### src/adc_cal_pkg.sv
// Purpose: shared constants for the converter control link
// Assumes: 100 MHz system clock on both ends
// Notes: codes here are used by the converter, its controller or both
package adc_cal_pkg;
  // Timing
  localparam int CLK_PERIOD_NS = 10;
  localparam int RESET_WAIT_US = 500;
  localparam int RESET_WAIT_CYC =
    (RESET_WAIT_US * 1000 + CLK_PERIOD_NS - 1) / CLK_PERIOD_NS;
  localparam int SCLK_HALF_CYC = 8; // Serial clock half period
  // Frame shapes
  localparam int RESET_ONES = 32;
  localparam int WR_BITS = 16;
  localparam int RD_BITS = 33;
  localparam int CFG_W = 15;
  // Config word fields
  localparam int CFG_MODE_LSB = 12;
  localparam int CFG_CHAN_LSB = 9;
  localparam int CFG_GAIN_LSB = 6;
  localparam int CFG_RATE_LSB = 2;
  localparam int CFG_CHOP_BIT = 1;
  localparam int CFG_REFERENCE_SOURCE_SELECT_BIT = 0;
  localparam logic [14:0] CFG_RESET = 15'h002a;
  // Operating mode codes
  localparam logic [2:0] MODE_CONT = 3'h0;
  localparam logic [2:0] MODE_IDLE = 3'h2;
  localparam logic [2:0] MODE_INT_ZERO = 3'h4;
  localparam logic [2:0] MODE_INT_FULL = 3'h5;
  localparam logic [2:0] MODE_SYS_ZERO = 3'h6;
  localparam logic [2:0] MODE_SYS_FULL = 3'h7;
  localparam int MODE_CAL_BIT = 2;
  // Channel, gain and rate codes
  localparam logic [2:0] CHAN_SUPPLY = 3'h7;
  localparam logic [2:0] GAIN_1 = 3'h0;
  localparam logic [2:0] GAIN_4 = 3'h2;
  localparam logic [2:0] GAIN_128 = 3'h7;
  localparam logic [3:0] RATE_SLOW_MIN = 4'ha; // At or above: 50 Hz or less
  // Calibration lengths in conversion cycles
  localparam logic [2:0] CAL_CYC_ZERO = 3'h2;
  localparam logic [2:0] CAL_CYC_G1_CHOP = 3'h2;
  localparam logic [2:0] CAL_CYC_G1_NOCHOP = 3'h1;
  localparam logic [2:0] CAL_CYC_HI_CHOP = 3'h4;
  localparam logic [2:0] CAL_CYC_HI_NOCHOP = 3'h2;
  localparam logic [2:0] CAL_CYC_SYS_FULL = 3'h2;
  // Coefficients, full scale is 1.0 in 1.23 format
  localparam logic [23:0] OFF_DEFAULT = 24'h000000;
  localparam logic [23:0] FS_DEFAULT = 24'h800000;
  localparam int FS_SHIFT = 23;
  // Converter input select
  localparam logic [1:0] INSEL_PINS = 2'h0;
  localparam logic [1:0] INSEL_ZERO = 2'h1;
  localparam logic [1:0] INSEL_FULL = 2'h2;
  localparam logic [1:0] INSEL_SUPPLY = 2'h3;
  // Controller register map and commands
  localparam logic [3:0] REG_CONFIG = 4'h0;
  localparam logic [3:0] REG_COMMAND = 4'h4;
  localparam logic [3:0] REG_STATUS = 4'h8;
  localparam logic [3:0] REG_DATA = 4'hc;
  localparam logic [1:0] CMD_WRITE = 2'h0;
  localparam logic [1:0] CMD_READ = 2'h1;
  localparam logic [1:0] CMD_RESET = 2'h2;
  localparam logic [1:0] CMD_WAIT = 2'h3;
endpackage

### src/adc_link_if.sv
// Purpose: four-wire serial link between controller and converter
// Assumes: data-out/ready line is pulled high when released
// Notes: resolves the shared pin from the converter's enable
interface adc_link_if;
  logic sclk;
  logic cs_n;
  logic din;
  logic dout_drv;
  logic dout_oe_n;
  logic dout_pin;

  // Released line reads high
  assign dout_pin = dout_oe_n ? 1'b1 : dout_drv;

  modport dev(input sclk, input cs_n, input din,
    output dout_drv, output dout_oe_n);
  modport host(output sclk, output cs_n, output din, input dout_pin);
endinterface
### src/adc_cal_device.sv
// Purpose: converter control: reset, reference, calibration, scaling
// Assumes: link pins are asynchronous; modulator strobes on clock
// Notes: write frame 16 bits, read frame 33 bits, MSB first
//
// Decided for this implementation: the Avalon-MM slave port and the placing of the registers.

module adc_cal_device (
  // System
  input wire logic clock,
  input wire logic rst,
  input wire logic ce,
  // Serial link
  adc_link_if.dev link,
  // Modulator side
  input wire logic [23:0] raw_sample,
  input wire logic raw_valid,
  output logic [1:0] input_sel_q,
  output logic ref_internal_q,
  output logic ext_ref_connect_q,
  output logic supply_mon_q,
  output logic analog_reset_q,
  // Results
  output logic [23:0] data_q,
  output logic rdy_q
);
  typedef enum logic [2:0] {
    D_IDLE = 3'b001,
    D_CONV = 3'b010,
    D_CAL = 3'b100
  } dev_state_t;

  dev_state_t state_q;
  logic [2:0] s1_q, s2_q, s3_q;
  logic rise, fall, cs_lo, din_b;
  logic [5:0] bit_cnt_q, ones_q;
  logic is_read_q, soft_rst_q, clr;
  logic [13:0] shreg_q;
  logic [31:0] tx_q;
  logic dout_q, oe_n_q;
  logic wr_done, rd_done;
  logic [14:0] new_word;
  logic [13:0] cfg_q;
  logic [2:0] mode_q, new_mode, new_gain, cal_cnt_q, need;
  logic [2:0] chan, gain;
  logic new_chop, refused, cal_go, cal_end, err_q;
  logic [23:0] off_q [8];
  logic [23:0] fs_q [8];
  logic [24:0] diff;
  logic [47:0] prod;
  logic [23:0] scaled;

  // Pin synchronisers; third stage only feeds edge detection
  always_ff @(posedge clock) begin
    if (rst) begin
      s1_q <= 3'h6;
      s2_q <= 3'h6;
      s3_q <= 3'h6;
    end else if (ce) begin
      s1_q <= {link.sclk, link.cs_n, link.din};
      s2_q <= s1_q;
      s3_q <= s2_q;
    end
  end

  assign rise = s2_q[2] & ~s3_q[2];
  assign fall = ~s2_q[2] & s3_q[2];
  assign cs_lo = ~s2_q[1];
  assign din_b = s2_q[0];
  assign clr = rst | soft_rst_q;
  assign new_word = {shreg_q, din_b};
  assign new_mode = new_word[adc_cal_pkg::CFG_MODE_LSB +: 3];
  assign new_gain = new_word[adc_cal_pkg::CFG_GAIN_LSB +: 3];
  assign new_chop = new_word[adc_cal_pkg::CFG_CHOP_BIT];
  assign wr_done = rise && cs_lo && !is_read_q
    && bit_cnt_q == 6'(adc_cal_pkg::WR_BITS - 1);
  assign rd_done = rise && cs_lo && is_read_q
    && bit_cnt_q == 6'(adc_cal_pkg::RD_BITS - 1);

  // Run of ones counts across frames; any zero restarts it
  always_ff @(posedge clock) begin
    if (clr) begin
      ones_q <= 6'h00;
      soft_rst_q <= 1'b0;
    end else if (ce) begin
      soft_rst_q <= 1'b0;
      if (rise && cs_lo) begin
        if (!din_b) begin
          ones_q <= 6'h00;
        end else if (ones_q == 6'(adc_cal_pkg::RESET_ONES - 1)) begin
          ones_q <= 6'h00;
          soft_rst_q <= 1'b1;
        end else begin
          ones_q <= ones_q + 6'h01;
        end
      end
    end
  end

  // Modulator and filter restart at power-up and on soft reset
  always_ff @(posedge clock) begin
    if (rst) begin
      analog_reset_q <= 1'b1;
    end else if (ce) begin
      analog_reset_q <= soft_rst_q;
    end
  end

  // Frame bit counter; chip select high ends any frame
  always_ff @(posedge clock) begin
    if (clr) begin
      bit_cnt_q <= 6'h00;
      is_read_q <= 1'b0;
      shreg_q <= 14'h0000;
    end else if (ce) begin
      if (!cs_lo) begin
        bit_cnt_q <= 6'h00;
        is_read_q <= 1'b0;
      end else if (rise) begin
        if (bit_cnt_q == 6'h00) begin
          is_read_q <= din_b;
        end else begin
          shreg_q <= new_word[13:0];
        end
        if (bit_cnt_q != 6'h3f) begin
          bit_cnt_q <= bit_cnt_q + 6'h01;
        end
      end
    end
  end

  // Read frame: status byte then data word, shifted on falling edges
  always_ff @(posedge clock) begin
    if (clr) begin
      tx_q <= 32'h00000000;
    end else if (ce) begin
      if (rise && cs_lo && bit_cnt_q == 6'h00) begin
        tx_q <= {~rdy_q, err_q, 3'h0, chan, data_q};
      end else if (fall && cs_lo && is_read_q) begin
        tx_q <= {tx_q[30:0], 1'b0};
      end
    end
  end

  // Shared pin: data during reads, inverted ready otherwise
  always_ff @(posedge clock) begin
    if (clr) begin
      dout_q <= 1'b1;
      oe_n_q <= 1'b1;
    end else if (ce) begin
      oe_n_q <= ~cs_lo;
      if (!(is_read_q && bit_cnt_q != 6'h00)) begin
        dout_q <= ~rdy_q;
      end else if (fall) begin
        dout_q <= tx_q[31];
      end
    end
  end

  assign link.dout_drv = dout_q;
  assign link.dout_oe_n = oe_n_q;

  // Config bits 13:0: all fields except mode bit 14
  always_ff @(posedge clock) begin
    if (clr) begin
      cfg_q <= adc_cal_pkg::CFG_RESET[13:0] & 14'h0fff;
    end else if (ce && wr_done) begin
      cfg_q <= new_word[13:0];
    end
  end

  assign chan = cfg_q[adc_cal_pkg::CFG_CHAN_LSB +: 3];
  assign gain = cfg_q[adc_cal_pkg::CFG_GAIN_LSB +: 3];

  // Legality and length of the requested calibration
  always_comb begin
    refused = new_mode == adc_cal_pkg::MODE_INT_FULL
      && (new_gain == adc_cal_pkg::GAIN_128
      || (new_gain > adc_cal_pkg::GAIN_4
      && new_word[adc_cal_pkg::CFG_RATE_LSB +: 4]
      < adc_cal_pkg::RATE_SLOW_MIN));
    case (new_mode)
      adc_cal_pkg::MODE_INT_FULL: begin
        if (new_gain == adc_cal_pkg::GAIN_1) begin
          need = new_chop ? adc_cal_pkg::CAL_CYC_G1_CHOP
            : adc_cal_pkg::CAL_CYC_G1_NOCHOP;
        end else begin
          need = new_chop ? adc_cal_pkg::CAL_CYC_HI_CHOP
            : adc_cal_pkg::CAL_CYC_HI_NOCHOP;
        end
      end
      adc_cal_pkg::MODE_SYS_FULL: need = adc_cal_pkg::CAL_CYC_SYS_FULL;
      default: need = adc_cal_pkg::CAL_CYC_ZERO;
    endcase
  end

  assign cal_go = wr_done && new_mode[adc_cal_pkg::MODE_CAL_BIT] && !refused;
  assign cal_end = state_q == D_CAL && raw_valid && cal_cnt_q == 3'h1
    && !wr_done;

  // Mode field; a finished or refused calibration falls back to idle
  always_ff @(posedge clock) begin
    if (clr) begin
      mode_q <= adc_cal_pkg::CFG_RESET[adc_cal_pkg::CFG_MODE_LSB +: 3];
    end else if (ce) begin
      if (wr_done) begin
        mode_q <= refused ? adc_cal_pkg::MODE_IDLE : new_mode;
      end else if (cal_end) begin
        mode_q <= adc_cal_pkg::MODE_IDLE;
      end
    end
  end

  // Sequencer: counts conversion strobes during calibration
  always_ff @(posedge clock) begin
    if (clr) begin
      state_q <= D_CONV;
      cal_cnt_q <= 3'h0;
    end else if (ce) begin
      case (state_q)
        D_IDLE, D_CONV, D_CAL: begin
          if (wr_done) begin
            cal_cnt_q <= need;
            if (cal_go) begin
              state_q <= D_CAL;
            end else if (new_mode == adc_cal_pkg::MODE_CONT && !refused) begin
              state_q <= D_CONV;
            end else begin
              state_q <= D_IDLE;
            end
          end else if (state_q == D_CAL && raw_valid) begin
            cal_cnt_q <= cal_cnt_q - 3'h1;
            if (cal_cnt_q == 3'h1) begin
              state_q <= D_IDLE;
            end
          end
        end
        default: state_q <= D_IDLE;
      endcase
    end
  end

  // Coefficient store, one offset and one full-scale per channel
  for (genvar i = 0; i < 8; i++) begin : g_coef
    always_ff @(posedge clock) begin
      if (clr) begin
        off_q[i] <= adc_cal_pkg::OFF_DEFAULT;
        fs_q[i] <= adc_cal_pkg::FS_DEFAULT;
      end else if (ce && cal_end && chan == 3'(i)) begin
        if (!mode_q[0]) begin
          off_q[i] <= raw_sample;
        end else begin
          fs_q[i] <= raw_sample;
        end
      end
    end
  end

  // Offset first, then gain; negative results clamp to zero
  always_comb begin
    diff = {1'b0, raw_sample} - {1'b0, off_q[chan]};
    prod = diff[23:0] * fs_q[chan];
    if (diff[24]) begin
      scaled = 24'h000000;
    end else if (prod[47]) begin
      scaled = 24'hffffff;
    end else begin
      scaled = prod[adc_cal_pkg::FS_SHIFT +: 24];
    end
  end

  // Data register takes scaled results in continuous mode
  always_ff @(posedge clock) begin
    if (clr) begin
      data_q <= 24'h000000;
    end else if (ce && state_q == D_CONV && raw_valid) begin
      data_q <= scaled;
    end
  end

  // Ready and error flags; a new event wins over the read clear
  always_ff @(posedge clock) begin
    if (clr) begin
      rdy_q <= 1'b0;
      err_q <= 1'b0;
    end else if (ce) begin
      if (cal_end || (state_q == D_CONV && raw_valid && !wr_done)) begin
        rdy_q <= 1'b1;
      end else if (cal_go || rd_done) begin
        rdy_q <= 1'b0;
      end
      if (wr_done && refused) begin
        err_q <= 1'b1;
      end else if (rd_done || cal_go) begin
        err_q <= 1'b0;
      end
    end
  end

  // Analog routing follows mode, channel and reference select
  always_ff @(posedge clock) begin
    if (clr) begin
      input_sel_q <= adc_cal_pkg::INSEL_PINS;
      ref_internal_q <= 1'b0;
      ext_ref_connect_q <= 1'b1;
      supply_mon_q <= 1'b0;
    end else if (ce) begin
      supply_mon_q <= chan == adc_cal_pkg::CHAN_SUPPLY;
      ref_internal_q <= cfg_q[adc_cal_pkg::CFG_REFERENCE_SOURCE_SELECT_BIT]
        || chan == adc_cal_pkg::CHAN_SUPPLY;
      ext_ref_connect_q <= !(cfg_q[adc_cal_pkg::CFG_REFERENCE_SOURCE_SELECT_BIT]
        || chan == adc_cal_pkg::CHAN_SUPPLY);
      if (state_q == D_CAL && mode_q == adc_cal_pkg::MODE_INT_ZERO) begin
        input_sel_q <= adc_cal_pkg::INSEL_ZERO;
      end else if (state_q == D_CAL
        && mode_q == adc_cal_pkg::MODE_INT_FULL) begin
        input_sel_q <= adc_cal_pkg::INSEL_FULL;
      end else if (chan == adc_cal_pkg::CHAN_SUPPLY) begin
        input_sel_q <= adc_cal_pkg::INSEL_SUPPLY;
      end else begin
        input_sel_q <= adc_cal_pkg::INSEL_PINS;
      end
    end
  end
endmodule

### src/flat_wrapper.sv
// flat-port wrapper written by rule: the top's interface ports become plain ports
module adc_cal_device_flat 
  (clock, rst, ce, raw_sample, raw_valid, input_sel_q, ref_internal_q, ext_ref_connect_q, supply_mon_q, analog_reset_q, data_q, rdy_q, link_sclk, link_cs_n, link_din, link_dout_drv, link_dout_oe_n);
  adc_link_if link_i ();
  input wire logic clock;
  input wire logic rst;
  input wire logic ce;
  input wire logic [23:0] raw_sample;
  input wire logic raw_valid;
  output logic [1:0] input_sel_q;
  output logic ref_internal_q;
  output logic ext_ref_connect_q;
  output logic supply_mon_q;
  output logic analog_reset_q;
  output logic [23:0] data_q;
  output logic rdy_q;
  input wire logic [$bits(link_i.sclk)-1:0] link_sclk;
  input wire logic [$bits(link_i.cs_n)-1:0] link_cs_n;
  input wire logic [$bits(link_i.din)-1:0] link_din;
  output wire logic [$bits(link_i.dout_drv)-1:0] link_dout_drv;
  output wire logic [$bits(link_i.dout_oe_n)-1:0] link_dout_oe_n;
  assign link_i.sclk = link_sclk;
  assign link_i.cs_n = link_cs_n;
  assign link_i.din = link_din;
  assign link_dout_drv = link_i.dout_drv;
  assign link_dout_oe_n = link_i.dout_oe_n;
  adc_cal_device u_core (.clock(clock), .rst(rst), .ce(ce), .link(link_i), .raw_sample(raw_sample), .raw_valid(raw_valid), .input_sel_q(input_sel_q), .ref_internal_q(ref_internal_q), .ext_ref_connect_q(ext_ref_connect_q), .supply_mon_q(supply_mon_q), .analog_reset_q(analog_reset_q), .data_q(data_q), .rdy_q(rdy_q));
endmodule
### config.mk
export PLATFORM = sky130hd
export DESIGN_NAME = adc_cal_device_flat
export DESIGN_NICKNAME = d
export VERILOG_FILES = /design/src/adc_cal_pkg.sv /design/src/adc_link_if.sv /design/src/adc_cal_device.sv /design/src/flat_wrapper.sv
export SDC_FILE = /design/constraint.sdc
export NUM_CORES = 2
export LEC_CHECK = 0
export BUFFER_PORTS_ARGS = -buffer_cell sky130_fd_sc_hd__buf_2
export CAP_MARGIN = 5
export CORE_MARGIN = 2
export CORE_UTILIZATION = 50
export CTS_CLUSTER_DIAMETER = 60
export CTS_CLUSTER_SIZE = 14
export DETAILED_ROUTE_END_ITERATION = 10
export HOLD_SLACK_MARGIN = 0.02
export MAX_ROUTING_LAYER = met4
export PLACE_DENSITY = 0.72
export SLEW_MARGIN = 20
export SYNTH_ARGS = -nofsm -noshare
export SYNTH_HDL_FRONTEND = slang
export SYNTH_SLANG_ARGS = --single-unit
### constraint.sdc
create_clock -name clock -period 15.1 [get_ports clock]
set_input_delay 2.265 -clock clock [delete_from_list [all_inputs] [get_ports clock]]
set_output_delay 2.265 -clock clock [all_outputs]
set_load 0.01 [all_outputs]
# Word-level counts from Yosys, hierarchy flattened
# Memory sizes are Yosys's and may differ from the RTL's. A register that Yosys moved wholly into a read port is not among the register bits.
# Cells that the tools add are included.
# word_totals
ff_bits	124
ramBits	384
out_inout_bits	33
latchBits	0
n_memories	2
romBits	0
in_bits	31
# mem_list
memory	depth	width	rd	rd_ports_with_merged_regs	write_ports	line_no	text
u_core.fs_q	8	24	1	1	8	adc_cal_device.sv:47	logic [23:0] fs_q [8];
u_core.off_q	8	24	1	1	8	adc_cal_device.sv:46	logic [23:0] off_q [8];
# classes
addsub	4
n_lt_le_gt_ge	2
n_mul	1
n_reduce_logical	67
n_div	0
eq_ne	22
bitwise_logic	24
n_shift	0
mux	110
# ops
op	count
two-way mux 24 bit	18
two-way mux 32 bit	2
two-way mux 1 bit	63
two-way mux 3 bit	17
multiplier 24 x 24 -> 48 bit	1
logical AND 1 bit	34
two-way mux 6 bit	5
equality test 3 bit (second input constant)	9
subtractor 24 x 24 -> 25 bit	1
bitwise OR 1 bit	17
nonzero test 2 bit	8
adder 6 x 1 -> 6 bit (second input constant)	2
AND reduction 2 bit	6
AND reduction 3 bit	4
two-way mux 2 bit	5
equality test 3 x 1 -> 1 bit (second input constant)	3
equality test 3 x 2 -> 1 bit (second input constant)	3
zero test 3 bit	3
equality test 6 x 4 -> 1 bit (second input constant)	1
equality test 6 x 5 -> 1 bit (second input constant)	1
equality test 6 bit (second input constant)	1
zero test 6 bit	1
inequality test 3 x 1 -> 1 bit (second input constant)	2
inequality test 6 bit (second input constant)	1
other kinds (11)	22

# Logic depth before layout (Yosys ltp)
# depth
depth_word	13
mapped_depth	43

# Worst setup path after synthesis
# OpenSTA, ideal clock, no wires.
# synth_path
path_type	input-to-reg
from	in raw_sample[0]
to	reg u_core.data_q[20]
arrival_time_ns	11.343
stages	36
path_slack_ns	3.635
cell_sequence	clkinv_1 clkbuf_1 ha_1 fa_1 nor2b_1 o2111ai_1 a21boi_1 o32ai_2 o21bai_1 a21bo_2 a21o_1 a21oi_1 xor2_1 clkbuf_1 nor2_1 fa_1 fa_1 inv_1 fa_1 fa_1 inv_1 fa_1 fa_1 inv_1 fa_1 inv_1 ha_1 a21o_1 o21bai_1 a311oi_1 o211ai_2 a211o_1 a31o_2 a21oi_1 mux2_1 a221o_1
# synth_via
elab_chain_cells	4
# synth_lines
item	line_no	text
from (decl)	flat_wrapper.sv:8	input wire logic [23:0] raw_sample;
subtractor 24 x 24 -> 25 bit (*)	adc_cal_device.sv:260	diff = {1'b0, raw_sample} - {1'b0, off_q[chan]};
multiplier 24 x 24 -> 48 bit	adc_cal_device.sv:261	prod = diff[23:0] * fs_q[chan];
two-way mux 24 bit	adc_cal_device.sv:264	end else if (prod[47]) begin
two-way mux 24 bit (*)	adc_cal_device.sv:262	if (diff[24]) begin
to (signal assigned)	adc_cal_device.sv:276	data_q <= scaled;
to (decl)	adc_cal_device.sv:23	output logic [23:0] data_q,
# Mark *: on every way between the ends. The rest lies on a longest branch, timed or not.
# A chain may end at the register's enable or synchronous reset.

==> results summary <==
The tree is rooted in a clkbuf_16. Summing over every cut layer, the via total after detailed routing is 29500. The worst setup path is of the flip-flop to flip-flop kind. The slew of the pin with the lowest slew margin came out at 1.17 ns. Clock-pin slew was measured on the worst setup and hold paths at 0.07 ns. The final weighted congestion in routability-driven placement came out at 0.937.

The count of max-cap constraint violations is 0. The cell area after synthesis is 42000 µm². The summed negative setup slack over all endpoints is 0 ns. The minimum period implied by the final worst setup slack came out at 12.54 ns. Entering global routing, the biggest net connects 65 pins. The floorplan has 106 rows. The die is 294 µm wide. The worst path required time is 15.61 ns. The worst setup path is launched from a flip-flop.

The net count after synthesis is 4748. The total overflow reported by the global router came out at 0. Setup violations remaining at the end of the flow were counted as 0. The number of hold violations in the final report came out at 0. The number of H-tree levels came out at 2. The critical path buffer and inverter count is 4. The number of ports placed on the die boundary came out at 64. The largest fanout on the critical path came out at 37. The total of hold buffers inserted after clock tree synthesis is 0. Using the TritonRoute via totals, the vias-per-cell ratio works out to 5.80. For the worst-skew pair, the clock arrives at the later sink with an insertion delay of 0.60 ns. The final layout contains 4706 nets.

The area overhead of the layout relative to synthesis is 6.85%. The wire length per cell came out at 21.8 µm. The number of cells upsized or downsized after cts is 0. The run finished with clean final reports. TritonCTS built the clock tree. The floorplan step defined a die boundary enclosing 86300 µm².

The first-pass GRT wire length came out at 174000 µm. The starting utilization of the core area came out at 50.3%. The classification of the worst-slack hold path is flip-flop to flip-flop. The floorplan step defined a core boundary enclosing 83400 µm². The worst-case headroom to the max-slew limit is 22.2%. The number of setup buffers added after CTS is 0. The ratio of cells with drive above 1 in the final layout came out at 10.1%. The most instantiated flip-flop cell in the synthesis netlist is edfxtp_1. The iteration-0 DRC count of the detailed router came out at 2620. The share of synthesized registers carrying an async set or reset is 0%.

The longest clock path from root to sink contains 3 buffers. Setup repair after global routing left no endpoint under its margin. On the critical path, the stage with the largest delay is an instance of o311ai_4. The flip-flop and latch count after synthesis came out at 501. The final setup skew came out at 0.0251 ns. The worst setup path is captured at a flip-flop. The die is 294 µm tall.

The number of buffers created by CTS came out at 43. Global routing used 27.2% of the available tracks across all layers. The count of pins over their slew limit came out at 0.

The number of remaining DRC errors came out at 0. The cell family contributing the most delay on the critical path is compound AO/OA/AOI/OAI gates. The final layout contains routed wiring with a total length of 111000 µm. The final HPWL from detailed placement is 78800 µm. The data arrival time of the critical path is 13.05 ns. The synthesized instance count came out at 4033. For this design, the sink count on the clock tree is 501. During synthesis, Yosys emitted a total of 0 warnings. The cell that appears most often on the critical path is fa_1. The initial antenna violation count is 6. The number of antenna-violating nets in the routed design came out at 0. Buffers placed on the I/O ports in this run total 63.

The pre-antenna-repair detailed-routing pass consisted of 6 iterations. The share of the yosys chip area belonging to registers came out at 33.1%. The via count of the first global-routing pass came out at 30700. In this design, the stage delay of the slowest critical-path cell is 0.87 ns. The synthesized area per cell is 10.4 µm².

The share of the clock period used by the worst path came out at 83.0%. Derived from the worst setup path, the maximum achievable clock frequency is 79.8 MHz. The number of enable-type register cells in the synthesized netlist is 384. The final-layout fill cell count came out at 7198.

The number of different library cells in the post-synthesis netlist came out at 85.
==> cells in the mapped netlist (7+ instances only) <==
cell / n / share of area [%]
a211o_1: 15 / 0.31
a211oi_1: 10 / 0.18
a21o_1: 28 / 0.50
a21oi_1: 92 / 1.1
a311o_1: 7 / 0.17
a311oi_1: 36 / 0.75
a31oi_1: 30 / 0.45
and2_1: 356 / 5.3
and3_1: 13 / 0.19
buf_1: 15 / 0.13
clkbuf_1: 207 / 1.9
dfxtp_1: 117 / 5.6
edfxtp_1: 384 / 27
fa_1: 482 / 23
ha_1: 202 / 6.0
inv_1: 578 / 5.2
mux2_2: 11 / 0.30
mux2i_1: 53 / 1.3
mux4_2: 94 / 5.0
nand2_1: 349 / 3.1
nand2b_1: 62 / 0.92
nand3_1: 35 / 0.42
nand4_1: 7 / 0.10
nor2_1: 450 / 4.0
nor2b_1: 20 / 0.30
nor3_1: 94 / 1.1
o211ai_1: 7 / 0.13
o21a_1: 8 / 0.14
o21ai_0: 56 / 0.67
o21ai_1: 16 / 0.19
o21bai_1: 9 / 0.16
or2_2: 14 / 0.21
or3_1: 20 / 0.30
xnor2_1: 38 / 0.79
xor2_1: 21 / 0.44
==> cells by family after synthesis <==
| kind of cell | count (synthesis) | share of synthesized area (%) |
|---|---|---|
| mux | 166 | 6.92 |
| xor+xnor | 59 | 1.23 |
| simple gates | 1442 | 16.4 |
| compound gates | 369 | 6.02 |
| flops | 501 | 33.1 |
| fa+ha+maj | 684 | 29.0 |
| buf+inv | 812 | 7.35 |
==> cell usage in the layout (no fill, tap or decap), types with 16 or more instances in the layout <==
cell | Yosys | final
a21o_1 | 28 | 28
a21oi_1 | 92 | 92
a311oi_1 | 36 | 36
a31oi_1 | 30 | 30
and2_1 | 356 | 356
buf_2 | 5 | 63
buf_4 | 1 | 82
clkbuf_16 | 0 | 43
dfxtp_1 | 117 | 114
edfxtp_1 | 384 | 384
fa_1 | 482 | 482
ha_1 | 202 | 202
inv_1 | 578 | 578
mux2i_1 | 53 | 42
mux4_2 | 94 | 94
nand2_1 | 349 | 349
nand2b_1 | 62 | 62
nand3_1 | 35 | 35
nor2_1 | 450 | 434
nor2b_1 | 20 | 20
nor3_1 | 94 | 90
o21ai_0 | 56 | 42
o21ai_1 | 16 | 16
or3_1 | 20 | 20
xnor2_1 | 38 | 32
xor2_1 | 21 | 18
==> state kept, by name (all words and copies together) (netlist names), 2 cells and up, named ones only <==
name                cells
u_core.shreg_q         14
u_core.data_q          24
u_core.state_q          3
u_core.s2_q             3
u_core.mode_q           3
u_core.cfg_q            4
u_core.tx_q            32
u_core.s1_q             3
u_core.fs_q           192
u_core.bit_cnt_q        6
u_core.cal_cnt_q        3
u_core.off_q          192
u_core.ones_q           6
u_core.input_sel_q      2
==> path summary, 6_finish.rpt <==
kind                                 startpoint                                  to  slack, ns  cells after the start
max                                   flip-flop       u_core.data_q[5]$_SDFFE_PP0P_       2.56                     32
min          u_core.ref_internal_q$_SDFFE_PP0P_  u_core.ref_internal_q$_SDFFE_PP0P_       0.46                      1
max reg2reg                           flip-flop       u_core.data_q[5]$_SDFFE_PP0P_       2.56                     32
min reg2reg  u_core.ref_internal_q$_SDFFE_PP0P_  u_core.ref_internal_q$_SDFFE_PP0P_       0.46                      1
==> routing by layer <==
| metal | global-route usage (%) | wire, µm | up-vias |
|---|---|---|---|
| met5 | - | 0 | - |
| met4 | 12.5 | 5540 | 0 |
| met1 | 34.1 | 43500 | 15000 |
| met3 | 2.81 | 7820 | 289 |
| li1 | - | - | 13000 |
| met2 | 45.0 | 54000 | 1245 |
==> final cells by class <==
cell class	count	area [µm²]	share of cell area, %
Multi-Input combinational cell	2720	25300	56.4
Sequential cell	501	13900	31.0
Inverter	580	2180	4.85
Tap cell	1080	1350	3.01
Clock buffer	52	1110	2.47
Timing Repair Buffer	145	931	2.08
Clock inverter	8	96.3	0.215
Antenna cell	5	12.5	0.0279
==> through the flow <==
step	util [%]	cells	setup slack [ns]	hold WS, ns	instance area, µm²
2_1_floorplan	-	4033	3.64	0.431	42000
5_1_grt	53.8	5091	1.67	0.477	44900
3_3_place_gp	52.3	5026	2.05	0.431	43600
4_1_cts	53.7	5086	2.31	0.461	44800
6_report	53.8	5091	2.56	0.463	44900
3_5_place_dp	52.3	5026	1.73	0.445	43600
Power is left out: the tool's default activity adds up to more than one toggle a clock period on the data nets, which glitch-free logic cannot reach.
